==> src/hdl/fcp_pkg.sv <==
package fcp_pkg;
  // Notes on behaviour
  // RQ1: perp low bits change only when unlocked
  // RQ2: sense reports present cylinder of drive
  // RQ3: poll disable stops the drive polling
  // RQ4: precomp starts at programmable 8-bit track
  // RQ5: start sector is first sector accessed, except format which starts at sector 1
  // RQ6: relative seek steps delta from present cylinder
  // RQ7: format writes sectors_per_track headers
  // RQ8: verify with count enable checks sectors_per_track
  // RQ9: read skips deleted sectors when bypass set
  // RQ10: read deleted takes only deleted sectors when bypass set
  // RQ11: bypass clear means no sector skipped
  // RQ12: step interval 0.5 to 8 ms
  // RQ13: four result bytes captured after command
  // RQ14: result bytes readable in result phase
  // RQ15: write gate timing shifted for pre-erase
  // RQ16: dual head continues onto head 1
  // RQ17: sector bytes are 128 shifted by code
  // RQ18: programmed io interrupts, else dma request
  // RQ19: present cylinder kept per drive
  // RQ20: host reads all results before next command; core accepts a new command when idle, results read or not

  localparam int unsigned CLK_PERIOD_NS     = 25;
  localparam int unsigned HALF_MS_NS        = 500000;
  localparam int unsigned HALF_MS_CYC       = HALF_MS_NS / CLK_PERIOD_NS;
  localparam int unsigned DRIVES            = 2;
  localparam int unsigned SECTOR_BASE_BYTES = 128;

  localparam logic [7:0] OFF_CTRL   = 8'h00;
  localparam logic [7:0] OFF_PERP   = 8'h01;
  localparam logic [7:0] OFF_PRECOMP_START_TRACK = 8'h02;
  localparam logic [7:0] OFF_STEP   = 8'h03;
  localparam logic [7:0] OFF_SECTOR = 8'h04;
  localparam logic [7:0] OFF_SPT    = 8'h05;
  localparam logic [7:0] OFF_SIZE   = 8'h06;
  localparam logic [7:0] OFF_DELTA  = 8'h07;
  localparam logic [7:0] OFF_CMD    = 8'h08;
  localparam logic [7:0] OFF_RES0   = 8'h09;
  localparam logic [7:0] OFF_RES3   = 8'h0c;
  localparam logic [7:0] OFF_STAT   = 8'h0d;
  localparam logic [7:0] OFF_PCN    = 8'h0e;

  localparam logic [7:0] CTRL_RST   = 8'h00;
  localparam logic [7:0] SECTOR_RST = 8'h01;
  localparam logic [7:0] SPT_RST    = 8'h01;
  localparam logic [3:0] STEP_RST   = 4'hf;

  typedef enum logic [2:0] {
    CMD_NONE = 3'h0, CMD_READ = 3'h1, CMD_READ_DEL = 3'h2, CMD_WRITE = 3'h3,
    CMD_FORMAT = 3'h4, CMD_VERIFY = 3'h5, CMD_SEEK_REL = 3'h6, CMD_SENSE = 3'h7
  } fcp_cmd_t;

  typedef enum logic [4:0] {
    ST_IDLE = 5'h01, ST_STEP = 5'h02, ST_SEC = 5'h04, ST_DATA = 5'h08, ST_RES = 5'h10
  } fcp_state_t;

  typedef struct packed {
    logic poll_disable;
    logic deleted_mark_bypass;
    logic dual_head_track;
    logic verify_count_enable;
    logic programmed_io_select;
    logic write_pulse_timing_alter;
    logic perp_bits_write_enable;
    logic drive_sel;
  } fcp_ctrl_t;

  typedef struct packed {
    logic       wr;
    logic       rd;
    logic [7:0] addr;
    logic [7:0] wdata;
  } fcp_bus_t;

  typedef struct packed {
    logic found;
    logic deleted;
    logic byte_tick;
  } fcp_pins_t;

  typedef struct packed {
    logic        req;
    logic        head;
    logic [7:0]  num;
    logic [14:0] bytes;
  } fcp_sec_t;
endpackage

==> src/hdl/fcp_sync2.sv <==
`timescale 1ns/10ps
module fcp_sync2 #(
  parameter int unsigned W = 3
) (
  input  wire logic         ref_clk,
  input  wire logic         srst,
  input  wire logic [W-1:0] d,
  output logic      [W-1:0] q
);
  logic [W-1:0] meta_q;

  always_ff @(posedge ref_clk) begin
    if (srst) begin
      meta_q <= '0;
      q      <= '0;
    end else begin
      meta_q <= d;
      q      <= meta_q;
    end
  end
endmodule

==> src/hdl/fcp_step_timer.sv <==
`timescale 1ns/10ps
module fcp_step_timer #(
  parameter int unsigned HALF_CYC = fcp_pkg::HALF_MS_CYC
) (
  input  wire logic       ref_clk,
  input  wire logic       srst,
  input  wire logic       en,
  input  wire logic [3:0] code,
  output logic            tick
);
  localparam int unsigned CW = $clog2(HALF_CYC + 1);
  logic [CW-1:0] half_q;
  logic [3:0]    n_q;

  // interval is (code + 1) half-millisecond units; dropping en restarts it
  wire half_end = (half_q == CW'(HALF_CYC - 1));
  wire last     = half_end && (n_q == code);

  always_ff @(posedge ref_clk) begin
    if (srst || !en) begin
      half_q <= '0;
      n_q    <= 4'h0;
    end else if (half_end) begin
      half_q <= '0;
      n_q    <= last ? 4'h0 : n_q + 4'h1;
    end else begin
      half_q <= half_q + CW'(1);
    end
  end

  assign tick = en & last;
endmodule

==> src/hdl/fcp_core.sv <==
// The register addresses and strobed register access were decided locally.
`timescale 1ns/10ps
module fcp_core #(
  parameter int unsigned HALF_MS_CYC_P = fcp_pkg::HALF_MS_CYC
) (
  input  wire logic               ref_clk,
  input  wire logic               srst,
  input  wire fcp_pkg::fcp_bus_t  bus_req,
  output logic [7:0]              rd_data,
  input  wire fcp_pkg::fcp_pins_t drive_pins,
  output fcp_pkg::fcp_sec_t       sec_out,
  output logic                    step_pulse,
  output logic                    step_dir,
  output logic                    drive_sel,
  output logic                    write_gate,
  output logic                    precomp_en,
  output logic                    pio_irq,
  output logic                    dma_req,
  output logic                    poll_strobe,
  output logic                    result_avail,
  output logic                    busy
);
  fcp_pkg::fcp_state_t state_q, state_d;
  fcp_pkg::fcp_ctrl_t  ctrl_q;
  fcp_pkg::fcp_cmd_t   cmd_q;
  fcp_pkg::fcp_pins_t  pins_s, pins_p_q;
  logic [7:0]  perp_mode_q, precomp_start_track_q, cylinder_step_delta_q;
  logic [7:0]  start_sector_q, sectors_per_track_q, cur_sec_q, sec_left_q;
  logic [7:0]  steps_q, skip_cnt_q, rd_data_q;
  logic [7:0]  present_cylinder_value_q [fcp_pkg::DRIVES];
  logic [7:0]  result_status_q [4];
  logic [3:0]  head_step_interval_q;
  logic [2:0]  size_code_q;
  logic [14:0] sec_bytes_q, bytes_q;
  logic        dir_q, drv_q, head_q, step_tick, result_q;
  logic        step_q, write_pulse_timing_alter_q, precomp_q, pio_q, dma_q, poll_q;

  fcp_sync2 #(.W(3)) u_sync (
    .ref_clk (ref_clk),
    .srst    (srst),
    .d       (drive_pins),
    .q       (pins_s)
  );

  wire found_rise = pins_s.found & ~pins_p_q.found;
  wire byte_rise  = pins_s.byte_tick & ~pins_p_q.byte_tick;
  wire deleted    = pins_s.deleted;

  wire st_idle = (state_q == fcp_pkg::ST_IDLE);
  wire st_step = (state_q == fcp_pkg::ST_STEP);
  wire st_sec  = (state_q == fcp_pkg::ST_SEC);
  wire st_data = (state_q == fcp_pkg::ST_DATA);
  wire st_res  = (state_q == fcp_pkg::ST_RES);

  // register decode
  wire [7:0] addr     = bus_req.addr;
  wire [7:0] wdata    = bus_req.wdata;
  wire       wr_ctrl  = bus_req.wr && (addr == fcp_pkg::OFF_CTRL);
  wire       wr_perp  = bus_req.wr && (addr == fcp_pkg::OFF_PERP);
  wire       wr_pre   = bus_req.wr && (addr == fcp_pkg::OFF_PRECOMP_START_TRACK);
  wire       wr_step  = bus_req.wr && (addr == fcp_pkg::OFF_STEP);
  wire       wr_sect  = bus_req.wr && (addr == fcp_pkg::OFF_SECTOR);
  wire       wr_spt   = bus_req.wr && (addr == fcp_pkg::OFF_SPT);
  wire       wr_size  = bus_req.wr && (addr == fcp_pkg::OFF_SIZE);
  wire       wr_delta = bus_req.wr && (addr == fcp_pkg::OFF_DELTA);
  wire       wr_cmd   = bus_req.wr && (addr == fcp_pkg::OFF_CMD);
  wire       rd_res3  = bus_req.rd && (addr == fcp_pkg::OFF_RES3);
  wire       res_hit  = (addr >= fcp_pkg::OFF_RES0) && (addr <= fcp_pkg::OFF_RES3);
  wire [1:0] res_idx  = 2'(addr - fcp_pkg::OFF_RES0);

  wire fcp_pkg::fcp_cmd_t cmd_in = fcp_pkg::fcp_cmd_t'(wdata[2:0]);
  // commands written while busy are dropped
  wire start = wr_cmd && st_idle && (cmd_in != fcp_pkg::CMD_NONE);

  wire is_read = (cmd_q == fcp_pkg::CMD_READ);
  wire is_rdel = (cmd_q == fcp_pkg::CMD_READ_DEL);
  wire is_fmt  = (cmd_q == fcp_pkg::CMD_FORMAT);
  wire is_ver  = (cmd_q == fcp_pkg::CMD_VERIFY);
  wire is_wr   = (cmd_q == fcp_pkg::CMD_WRITE) || is_fmt;
  wire is_seek = (cmd_q == fcp_pkg::CMD_SEEK_REL);
  wire [7:0] pcn_cur = present_cylinder_value_q[drv_q];

  // RQ9 RQ10 RQ11 deleted mark skip
  wire skip = ctrl_q.deleted_mark_bypass & ((is_read & deleted) | (is_rdel & ~deleted));

  // RQ7 RQ8 counted sector runs
  wire cnt_mode = is_fmt | (is_ver & ctrl_q.verify_count_enable);
  wire last_sec = cnt_mode ? (sec_left_q == 8'h01)
                           : (is_ver | (cur_sec_q >= sectors_per_track_q));
  // RQ16 continue on head 1
  wire to_head1 = ctrl_q.dual_head_track & ~head_q & ~is_ver & ~is_fmt;
  wire adv      = (st_sec & found_rise & (skip | is_fmt))
                | (st_data & byte_rise & (bytes_q == 15'h0001));
  wire finish   = adv & last_sec & ~to_head1;

  // RQ3 RQ12 timer shared by stepping and idle polling
  wire timer_en = st_step | (st_idle & ~ctrl_q.poll_disable & ~start);
  fcp_step_timer #(.HALF_CYC(HALF_MS_CYC_P)) u_timer (
    .ref_clk (ref_clk),
    .srst    (srst),
    .en      (timer_en),
    .code    (head_step_interval_q),
    .tick    (step_tick)
  );

  always_comb begin
    state_d = state_q;
    case (state_q)
      fcp_pkg::ST_IDLE: begin
        if (start && (cmd_in == fcp_pkg::CMD_SEEK_REL))
          state_d = (cylinder_step_delta_q == 8'h00) ? fcp_pkg::ST_RES : fcp_pkg::ST_STEP;
        else if (start && (cmd_in == fcp_pkg::CMD_SENSE))
          state_d = fcp_pkg::ST_RES;
        else if (start)
          state_d = fcp_pkg::ST_SEC;
      end
      fcp_pkg::ST_STEP: if (step_tick && (steps_q == 8'h01)) state_d = fcp_pkg::ST_RES;
      fcp_pkg::ST_SEC: begin
        if (finish)
          state_d = fcp_pkg::ST_RES;
        else if (found_rise && !adv)
          state_d = fcp_pkg::ST_DATA;
      end
      fcp_pkg::ST_DATA: begin
        if (finish)
          state_d = fcp_pkg::ST_RES;
        else if (adv)
          state_d = fcp_pkg::ST_SEC;
      end
      fcp_pkg::ST_RES: state_d = fcp_pkg::ST_IDLE;
      default: state_d = fcp_pkg::ST_IDLE;
    endcase
  end

  // RQ15 pre-erase gate opens while seeking the sector
  wire write_pulse_timing_alter_d = is_wr & (st_data | ((is_fmt | ctrl_q.write_pulse_timing_alter) & st_sec));

  // RQ13 result bytes
  wire [7:0] res0_d = {2'b00, is_seek, 3'b000, head_q, drv_q};
  // RQ2 sense answers present cylinder
  wire [7:0] res1_d = (cmd_q == fcp_pkg::CMD_SENSE || is_seek) ? pcn_cur : cur_sec_q;
  wire [7:0] res3_d = {4'h0, ctrl_q.write_pulse_timing_alter, precomp_q, head_q, drv_q};

  // RQ14 read mux, results readable at any time after capture
  wire [7:0] rd_mux =
      (addr == fcp_pkg::OFF_CTRL)   ? ctrl_q :
      (addr == fcp_pkg::OFF_PERP)   ? perp_mode_q :
      (addr == fcp_pkg::OFF_PRECOMP_START_TRACK) ? precomp_start_track_q :
      (addr == fcp_pkg::OFF_STEP)   ? {4'h0, head_step_interval_q} :
      (addr == fcp_pkg::OFF_SECTOR) ? start_sector_q :
      (addr == fcp_pkg::OFF_SPT)    ? sectors_per_track_q :
      (addr == fcp_pkg::OFF_SIZE)   ? {5'h00, size_code_q} :
      (addr == fcp_pkg::OFF_DELTA)  ? cylinder_step_delta_q :
      res_hit                       ? result_status_q[res_idx] :
      (addr == fcp_pkg::OFF_STAT)   ? {busy, result_q, 6'h00} :
      (addr == fcp_pkg::OFF_PCN)    ? present_cylinder_value_q[ctrl_q.drive_sel] : 8'h00;

  always_ff @(posedge ref_clk) begin
    if (srst) begin
      ctrl_q                <= fcp_pkg::CTRL_RST;
      perp_mode_q           <= 8'h00;
      precomp_start_track_q <= 8'h00;
      head_step_interval_q  <= fcp_pkg::STEP_RST;
      start_sector_q        <= fcp_pkg::SECTOR_RST;
      sectors_per_track_q   <= fcp_pkg::SPT_RST;
      size_code_q           <= 3'h0;
      cylinder_step_delta_q <= 8'h00;
    end else begin
      if (wr_ctrl) ctrl_q <= fcp_pkg::fcp_ctrl_t'(wdata);
      if (wr_perp) perp_mode_q[7:4] <= wdata[7:4];
      // RQ1 low bits locked
      if (wr_perp && ctrl_q.perp_bits_write_enable) perp_mode_q[3:0] <= wdata[3:0];
      // RQ4 full byte range
      if (wr_pre)   precomp_start_track_q <= wdata;
      if (wr_step)  head_step_interval_q <= wdata[3:0];
      if (wr_sect)  start_sector_q <= wdata;
      if (wr_spt)   sectors_per_track_q <= wdata;
      // RQ17 codes above 7 do not exist
      if (wr_size)  size_code_q <= wdata[2:0];
      if (wr_delta) cylinder_step_delta_q <= wdata;
    end
  end

  always_ff @(posedge ref_clk) begin
    if (srst) begin
      state_q  <= fcp_pkg::ST_IDLE;
      pins_p_q <= '0;
      cmd_q    <= fcp_pkg::CMD_NONE;
      {dir_q, drv_q, head_q} <= 3'h0;
      {cur_sec_q, sec_left_q, steps_q, skip_cnt_q} <= 32'h0000_0000;
      sec_bytes_q <= 15'h0000;
      bytes_q     <= 15'h0000;
    end else begin
      state_q  <= state_d;
      pins_p_q <= pins_s;
      if (start) begin
        cmd_q      <= cmd_in;
        dir_q      <= wdata[7];
        drv_q      <= ctrl_q.drive_sel;
        head_q     <= 1'b0;
        // RQ5 first sector from start sector, sector 1 for format
        cur_sec_q  <= (cmd_in == fcp_pkg::CMD_FORMAT) ? 8'h01 : start_sector_q;
        sec_left_q <= sectors_per_track_q;
        steps_q    <= cylinder_step_delta_q;
        skip_cnt_q <= 8'h00;
        // RQ17 bytes per sector
        sec_bytes_q <= 15'(fcp_pkg::SECTOR_BASE_BYTES) << size_code_q;
      end
      if (step_tick && st_step) steps_q <= steps_q - 8'h01;
      if (st_sec && found_rise) bytes_q <= sec_bytes_q;
      if (st_data && byte_rise) bytes_q <= bytes_q - 15'h0001;
      if (adv && st_sec && skip) skip_cnt_q <= skip_cnt_q + 8'h01;
      if (adv && last_sec && to_head1) begin
        head_q    <= 1'b1;
        cur_sec_q <= 8'h01;
      end else if (adv && !last_sec) begin
        cur_sec_q  <= cur_sec_q + 8'h01;
        sec_left_q <= sec_left_q - 8'h01;
      end
    end
  end

  always_ff @(posedge ref_clk) begin
    if (srst) begin
      for (int i = 0; i < fcp_pkg::DRIVES; i++) present_cylinder_value_q[i] <= 8'h00;
      for (int i = 0; i < 4; i++) result_status_q[i] <= 8'h00;
      {step_q, write_pulse_timing_alter_q, precomp_q, pio_q, dma_q, poll_q, result_q} <= 7'h00;
      rd_data_q <= 8'h00;
    end else begin
      // RQ6 RQ19 relative step on the selected drive only
      if (step_tick && st_step)
        present_cylinder_value_q[drv_q] <= dir_q ? pcn_cur + 8'h01 : pcn_cur - 8'h01;
      step_q    <= step_tick & st_step;
      poll_q    <= step_tick & st_idle;
      write_pulse_timing_alter_q   <= write_pulse_timing_alter_d;
      // RQ4 precomp from start track inward
      precomp_q <= write_pulse_timing_alter_d & (pcn_cur >= precomp_start_track_q);
      // RQ18 per byte service request
      pio_q <= st_data & byte_rise & ~is_ver & ctrl_q.programmed_io_select;
      dma_q <= st_data & byte_rise & ~is_ver & ~ctrl_q.programmed_io_select;
      if (st_res) begin
        result_status_q[0] <= res0_d;
        result_status_q[1] <= res1_d;
        result_status_q[2] <= skip_cnt_q;
        result_status_q[3] <= res3_d;
      end
      // a new result wins over the read that would clear it
      if (st_res) result_q <= 1'b1;
      else if (rd_res3) result_q <= 1'b0;
      rd_data_q <= bus_req.rd ? rd_mux : 8'h00;
    end
  end

  assign rd_data      = rd_data_q;
  assign sec_out      = '{req: st_sec, head: head_q, num: cur_sec_q, bytes: sec_bytes_q};
  assign step_pulse   = step_q;
  assign step_dir     = dir_q;
  assign drive_sel    = drv_q;
  assign write_gate   = write_pulse_timing_alter_q;
  assign precomp_en   = precomp_q;
  assign pio_irq      = pio_q;
  assign dma_req      = dma_q;
  assign poll_strobe  = poll_q;
  assign result_avail = result_q;
  assign busy         = ~st_idle;

  // helper logic for the checks below
  logic [7:0]  seek_tgt_q, run_cnt_q;
  logic [31:0] gap_q;
  logic        seen_q;
  always_ff @(posedge ref_clk) begin
    if (srst || start) begin
      seek_tgt_q <= wdata[7] ? pcn_cur + cylinder_step_delta_q : pcn_cur - cylinder_step_delta_q;
      run_cnt_q  <= 8'h00;
      gap_q      <= 32'h0000_0000;
      seen_q     <= 1'b0;
    end else begin
      if (adv) run_cnt_q <= run_cnt_q + 8'h01;
      gap_q  <= step_q ? 32'h0000_0001 : gap_q + 32'h0000_0001;
      seen_q <= seen_q | step_q;
    end
  end

  a_perp_low_locked: assert property (@(posedge ref_clk) disable iff (srst) // RQ1
    wr_perp && !ctrl_q.perp_bits_write_enable |=> $stable(perp_mode_q[3:0]))
    else $error("perp low bits changed while locked");
  a_sense_pcn: assert property (@(posedge ref_clk) disable iff (srst) // RQ2
    st_res && cmd_q == fcp_pkg::CMD_SENSE |=> result_status_q[1] == $past(pcn_cur))
    else $error("sense result lacks present cylinder");
  a_poll_stopped: assert property (@(posedge ref_clk) disable iff (srst) // RQ3
    $past(ctrl_q.poll_disable) |-> !poll_strobe)
    else $error("polling while disabled");
  a_precomp_track: assert property (@(posedge ref_clk) disable iff (srst) // RQ4
    precomp_en |-> $past(pcn_cur >= precomp_start_track_q) && write_gate)
    else $error("precomp below start track");
  a_first_sector: assert property (@(posedge ref_clk) disable iff (srst) // RQ5
    start && cmd_in inside {fcp_pkg::CMD_READ, fcp_pkg::CMD_WRITE}
    |=> sec_out.req && sec_out.num == $past(start_sector_q))
    else $error("first sector not start sector");
  a_seek_relative: assert property (@(posedge ref_clk) disable iff (srst) // RQ6
    st_res && is_seek |-> pcn_cur == seek_tgt_q)
    else $error("relative seek ended off target");
  a_format_count: assert property (@(posedge ref_clk) disable iff (srst) // RQ7
    st_res && is_fmt |-> run_cnt_q == sectors_per_track_q)
    else $error("format header count wrong");
  a_verify_count: assert property (@(posedge ref_clk) disable iff (srst) // RQ8
    st_res && is_ver && ctrl_q.verify_count_enable |-> run_cnt_q == sectors_per_track_q)
    else $error("verify sector count wrong");
  a_skip_deleted: assert property (@(posedge ref_clk) disable iff (srst) // RQ9
    st_sec && found_rise && is_read && deleted && ctrl_q.deleted_mark_bypass |=> !st_data)
    else $error("deleted sector not skipped");
  a_rdel_only: assert property (@(posedge ref_clk) disable iff (srst) // RQ10
    st_sec && found_rise && is_rdel && !deleted && ctrl_q.deleted_mark_bypass |=> !st_data)
    else $error("normal sector read by read deleted");
  a_no_skip: assert property (@(posedge ref_clk) disable iff (srst) // RQ11
    st_sec && found_rise && (is_read || is_rdel) && !ctrl_q.deleted_mark_bypass |=> st_data)
    else $error("sector skipped with bypass clear");
  a_step_gap: assert property (@(posedge ref_clk) disable iff (srst) // RQ12
    step_pulse && seen_q |-> gap_q == (32'(head_step_interval_q) + 1) * HALF_MS_CYC_P)
    else $error("step interval wrong");
  a_result_phase: assert property (@(posedge ref_clk) disable iff (srst) // RQ13
    st_res |=> result_avail && !busy)
    else $error("result not posted");
  a_result_read: assert property (@(posedge ref_clk) disable iff (srst) // RQ14
    bus_req.rd && bus_req.addr == fcp_pkg::OFF_RES0 |=> rd_data == result_status_q[0])
    else $error("result byte not returned");
  a_write_pulse_timing_alter_shift: assert property (@(posedge ref_clk) disable iff (srst) // RQ15
    st_sec && cmd_q == fcp_pkg::CMD_WRITE |=> write_gate == $past(ctrl_q.write_pulse_timing_alter))
    else $error("write gate timing wrong");
  a_dual_head: assert property (@(posedge ref_clk) disable iff (srst) // RQ16
    adv && last_sec && to_head1 |=> sec_out.head && sec_out.num == 8'h01 && st_sec)
    else $error("no switch to head 1");
  a_xfer_kind: assert property (@(posedge ref_clk) disable iff (srst) // RQ18
    st_data && byte_rise && !is_ver
    |=> pio_irq == $past(ctrl_q.programmed_io_select) && dma_req == !pio_irq)
    else $error("wrong transfer request kind");
  a_other_drive: assert property (@(posedge ref_clk) disable iff (srst) // RQ19
    st_step |=> $stable(present_cylinder_value_q[!drv_q]))
    else $error("unselected drive cylinder moved");

  c_seek_done: cover property (@(posedge ref_clk) st_res && is_seek && seen_q);
  c_skip_seen: cover property (@(posedge ref_clk) adv && st_sec && skip);
  c_head1_run: cover property (@(posedge ref_clk) st_data && head_q);
endmodule

==> config.mk <==
export PLATFORM = sky130hd
export DESIGN_NAME = fcp_core
export DESIGN_NICKNAME = d
export VERILOG_FILES = /design/src/hdl/fcp_pkg.sv /design/src/hdl/fcp_sync2.sv /design/src/hdl/fcp_step_timer.sv /design/src/hdl/fcp_core.sv
export SDC_FILE = /design/constraint.sdc
export NUM_CORES = 1
export LEC_CHECK = 0
export BUFFER_PORTS_ARGS = -buffer_cell sky130_fd_sc_hd__buf_2
export CAP_MARGIN = 10
export CORE_MARGIN = 1.5
export CORE_UTILIZATION = 45
export CTS_CLUSTER_DIAMETER = 40
export DETAILED_ROUTE_END_ITERATION = 6
export PLACE_DENSITY = 0.73
export SETUP_SLACK_MARGIN = 0.15
export SYNTH_ARGS = -nofsm -noshare
export SYNTH_HDL_FRONTEND = slang
export SYNTH_SLANG_ARGS = --single-unit
==> constraint.sdc <==
create_clock -name ref_clk -period 2.9 [get_ports ref_clk]
set_clock_uncertainty 0.1 [all_clocks]
set_input_delay 0.145 -clock ref_clk [delete_from_list [all_inputs] [get_ports ref_clk]]
set_output_delay 0.145 -clock ref_clk [all_outputs]
set_load 0.05 [all_outputs]
==> impl_metrics.toml <==
[layout]
drive_above_1_share_pct = 14.4
syn2layout_area_growth_pct = 19.4
num_antenna_cells = 0
nNetsFinal = 1349
fin_cells = 1598

[worst_setup_path]
crit_path_top_delay_cell = "or4_1"
crit_type = "register to register"
reg2reg_to = "present_cylinder_value_q[0][4]"
reg2reg_depth = 5
reg2reg_from = "state_q[2]"
worstPathBufferInverterCount = 0
start_kind = "register"
critPathMaxFanout = 8
path_delay_family = "simple AND/OR/NAND/NOR gates"
max_stage_delay_ns = 0.69
r2r_setup_slack_ns = 0.26
end_kind = "register"
cp.arrival_ns = 2.77
required_ns = 3.03
cp_cell_sequence = "nor3_1 > nand3b_1 > or4_1 > or3_1 > nand2b_2"

[clocking]
cts_tree = "done"
clk_pin_slew_ns = 0.05
numCtsBuffers = 31
cts_setup_buffers = 0
clock-sinks = 202
clock_latency_ns = 0.54
cts_root_buf = "clkbuf_16"
clockBufferDepth = 3
htree_levels = 1

[synthesis]
synth_compound_area_share_pct = 16.0
synth-seq-area-share_pct = 42.8
synthTopCellsByArea = "dfxtp_1, edfxtp_1, nor2_1"
syn_area_um2 = 10300
synth-xor-area-share_pct = 2.55
ys_seq_elements = 202
muxShareOfSynthArea_pct = 6.34
synth_top_area_cell = "dfxtp_1"
synth_fa_ha_area_share_pct = 4.56
synthArstFlopShare_pct = 0
yosys-top-cells-count = "nor2_1, dfxtp_1, a21oi_1, nand2_1, mux2i_1"
synth.avg_cell_area_um2 = 8.53
syn_inst = 1208
synth.most_common_cell = "nor2_1"
yosys.area_share.simple_pct = 22.9
netlist.area_leader.share_pct = 32.1
ys_warn_count = 0
ys.flop_type = "dfxtp_1"
synth-edff-count = 37
synthDistinctLibCells = 73
synth_top_family_by_area = "simple AND/OR/NAND/NOR gates"

[grt]
grt_pass1_vias = 8758
grt_pass1_wl_mm = 45.6
grt-ovfl-total = 0
antenna_found_initial = 0
grt_max_degree = 59
grtUsageTotal_pct = 24.0

[pwr]
peakVddDrop_uv = 354
power_density_nw_per_um2 = 592
p_leak_nw = 4.88

[detailed_routing]
drc = 0
wl_met2_mm = 13.4
top_layer = "met4"
dr.pass1.iters = 5
vias = 9154
ant_nets = 0
routed_wirelength_mm = 28.7
vias_per_cell = 5.73
drt-met1-wl_mm = 12.3
drtIter0Drc = 737
dr_wl_met3_mm = 1.99
wl_per_cell_um = 17.9

[floorplan]
die_h_um = 154
core.rowCount = 55
start_util_pct = 45.7
fp.dieArea_um2 = 23800
ioPinCount = 66
core_um2 = 22600
die_w_um = 154

[place]
gp_congestion = 0.984
dp.cells = 1529
dp_hpwl_mm = 21.0
port_buffers = 58

[timing]
period_share_pct = 90.9
fin_crit_ns = 2.64
worst_pin_slew_ns = 0.747
relSlewSlack_pct = 50.2
finalSetupViolCount = 0
max_freq_ghz = 0.379
hold_violations = 0
setup_tns_ns = 0
final_max_slew_viol_count = 0
rsz0062_at_grt = "yes"

[status]
status = "completed"

[flow_run]
cap_violations = 0

[worst_hold_path]
min_path_type = "primary input to register"
holdPathStages = 2
worstHoldStart = "srst"
worstHoldEndpoint = "precomp_start_track_q[1]"
## per-layer routing
| metal | global-route usage, % | vias up |
|---|---|---|
| met5 | 0 | - |
| met4 | 9.07 | 0 |
| met3 | 4.17 | 86 |
| met2 | 40.7 | 362 |
| met1 | 30.5 | 4281 |
| li1 | - | 4425 |
## flip-flops by register name, indices dropped and copies added, names as in the netlist, 15 cells and up, named ones only
signal                    flops
u_timer.half_q               15
result_status_q              21
present_cylinder_value_q     16
bytes_q                      15
## how the worst max path moves through the flow
stage | startpoint | cells after the start | end
6_report | state_q[2] | 5 | present_cylinder_value_q[0][4]
3_5_place_dp | bytes_q[8] | 8 | skip_cnt_q[2]
2_1_floorplan | state_q[2] | 7 | sec_bytes_q[14]
3_3_place_gp | bytes_q[8] | 8 | skip_cnt_q[2]
4_1_cts | bytes_q[8] | 8 | skip_cnt_q[2]
5_1_grt | bytes_q[2] | 8 | sec_left_q[2]
## layout by cell type, fill, tap and decap left out, drive strengths merged, types with 14 or more instances in the layout
cell,synthesis,routed
nand2,80,80
dfxtp,165,165
o21ai,42,42
xnor2,17,17
and3,14,14
ha,36,36
clkbuf,52,42
nor2b,26,26
and2,16,16
edfxtp,37,37
nor3,36,36
nor2,195,195
a21oi,126,126
buf,20,102
mux2i,54,54
inv,47,48
o211ai,14,14
nand3,42,42
nand2b,14,14
## power breakdown
part           internal, W  switching [W]
combinational     0.000128       0.000268
clock              0.00264        0.00134
sequential         0.00289      0.0000215
## cell families (layout without fill, tap and decap cells)
| family | after synthesis | in the layout |
|---|---|---|
| simple gates | 487 | 487 |
| compound gates | 268 | 268 |
| flops | 202 | 202 |
| buf+inv | 119 | 218 |
| mux | 64 | 64 |
| fa+ha+maj | 37 | 37 |
| xor+xnor | 30 | 30 |
| other cells | 1 | 7 |
## stage by stage
stage / worst slack (ns) / hold slack, ns / utilization, % / power (W) / area (um2)
finish: 0.264 / 0.0140 / 54.5 / 0.00729 / 12300
global route: 0.114 / 0.0225 / 54.5 / 0.00751 / 12300
CTS: 0.173 / 0.00285 / 54.4 / 0.00733 / 12300
detailed placement: 0.135 / 0.259 / 48.8 / 0.00335 / 11000
global placement: 0.258 / 0.257 / 48.8 / 0.00334 / 11000
floorplan: 0.263 / 0.129 / - / 0.00323 / 10300
## area by class of cell
| class | instances | area (um2) |
|---|---|---|
| clock buffers | 42 | 911 |
| clock inverters | 15 | 223 |
| fillers | 2072 | 10300 |
| inverters | 47 | 176 |
| multi-input cells | 893 | 5470 |
| flip-flops and latches | 202 | 4410 |
| well taps | 285 | 357 |
| repair buffers | 114 | 756 |
## what timing repair did
action,in CTS,in global routing
hold buffers,12,0
pin swaps,0,0
setup endpoints to repair,1,30
gates resized for setup,1,10
endpoints found under the hold margin,40,0
(Power assumes the default switching activity.)
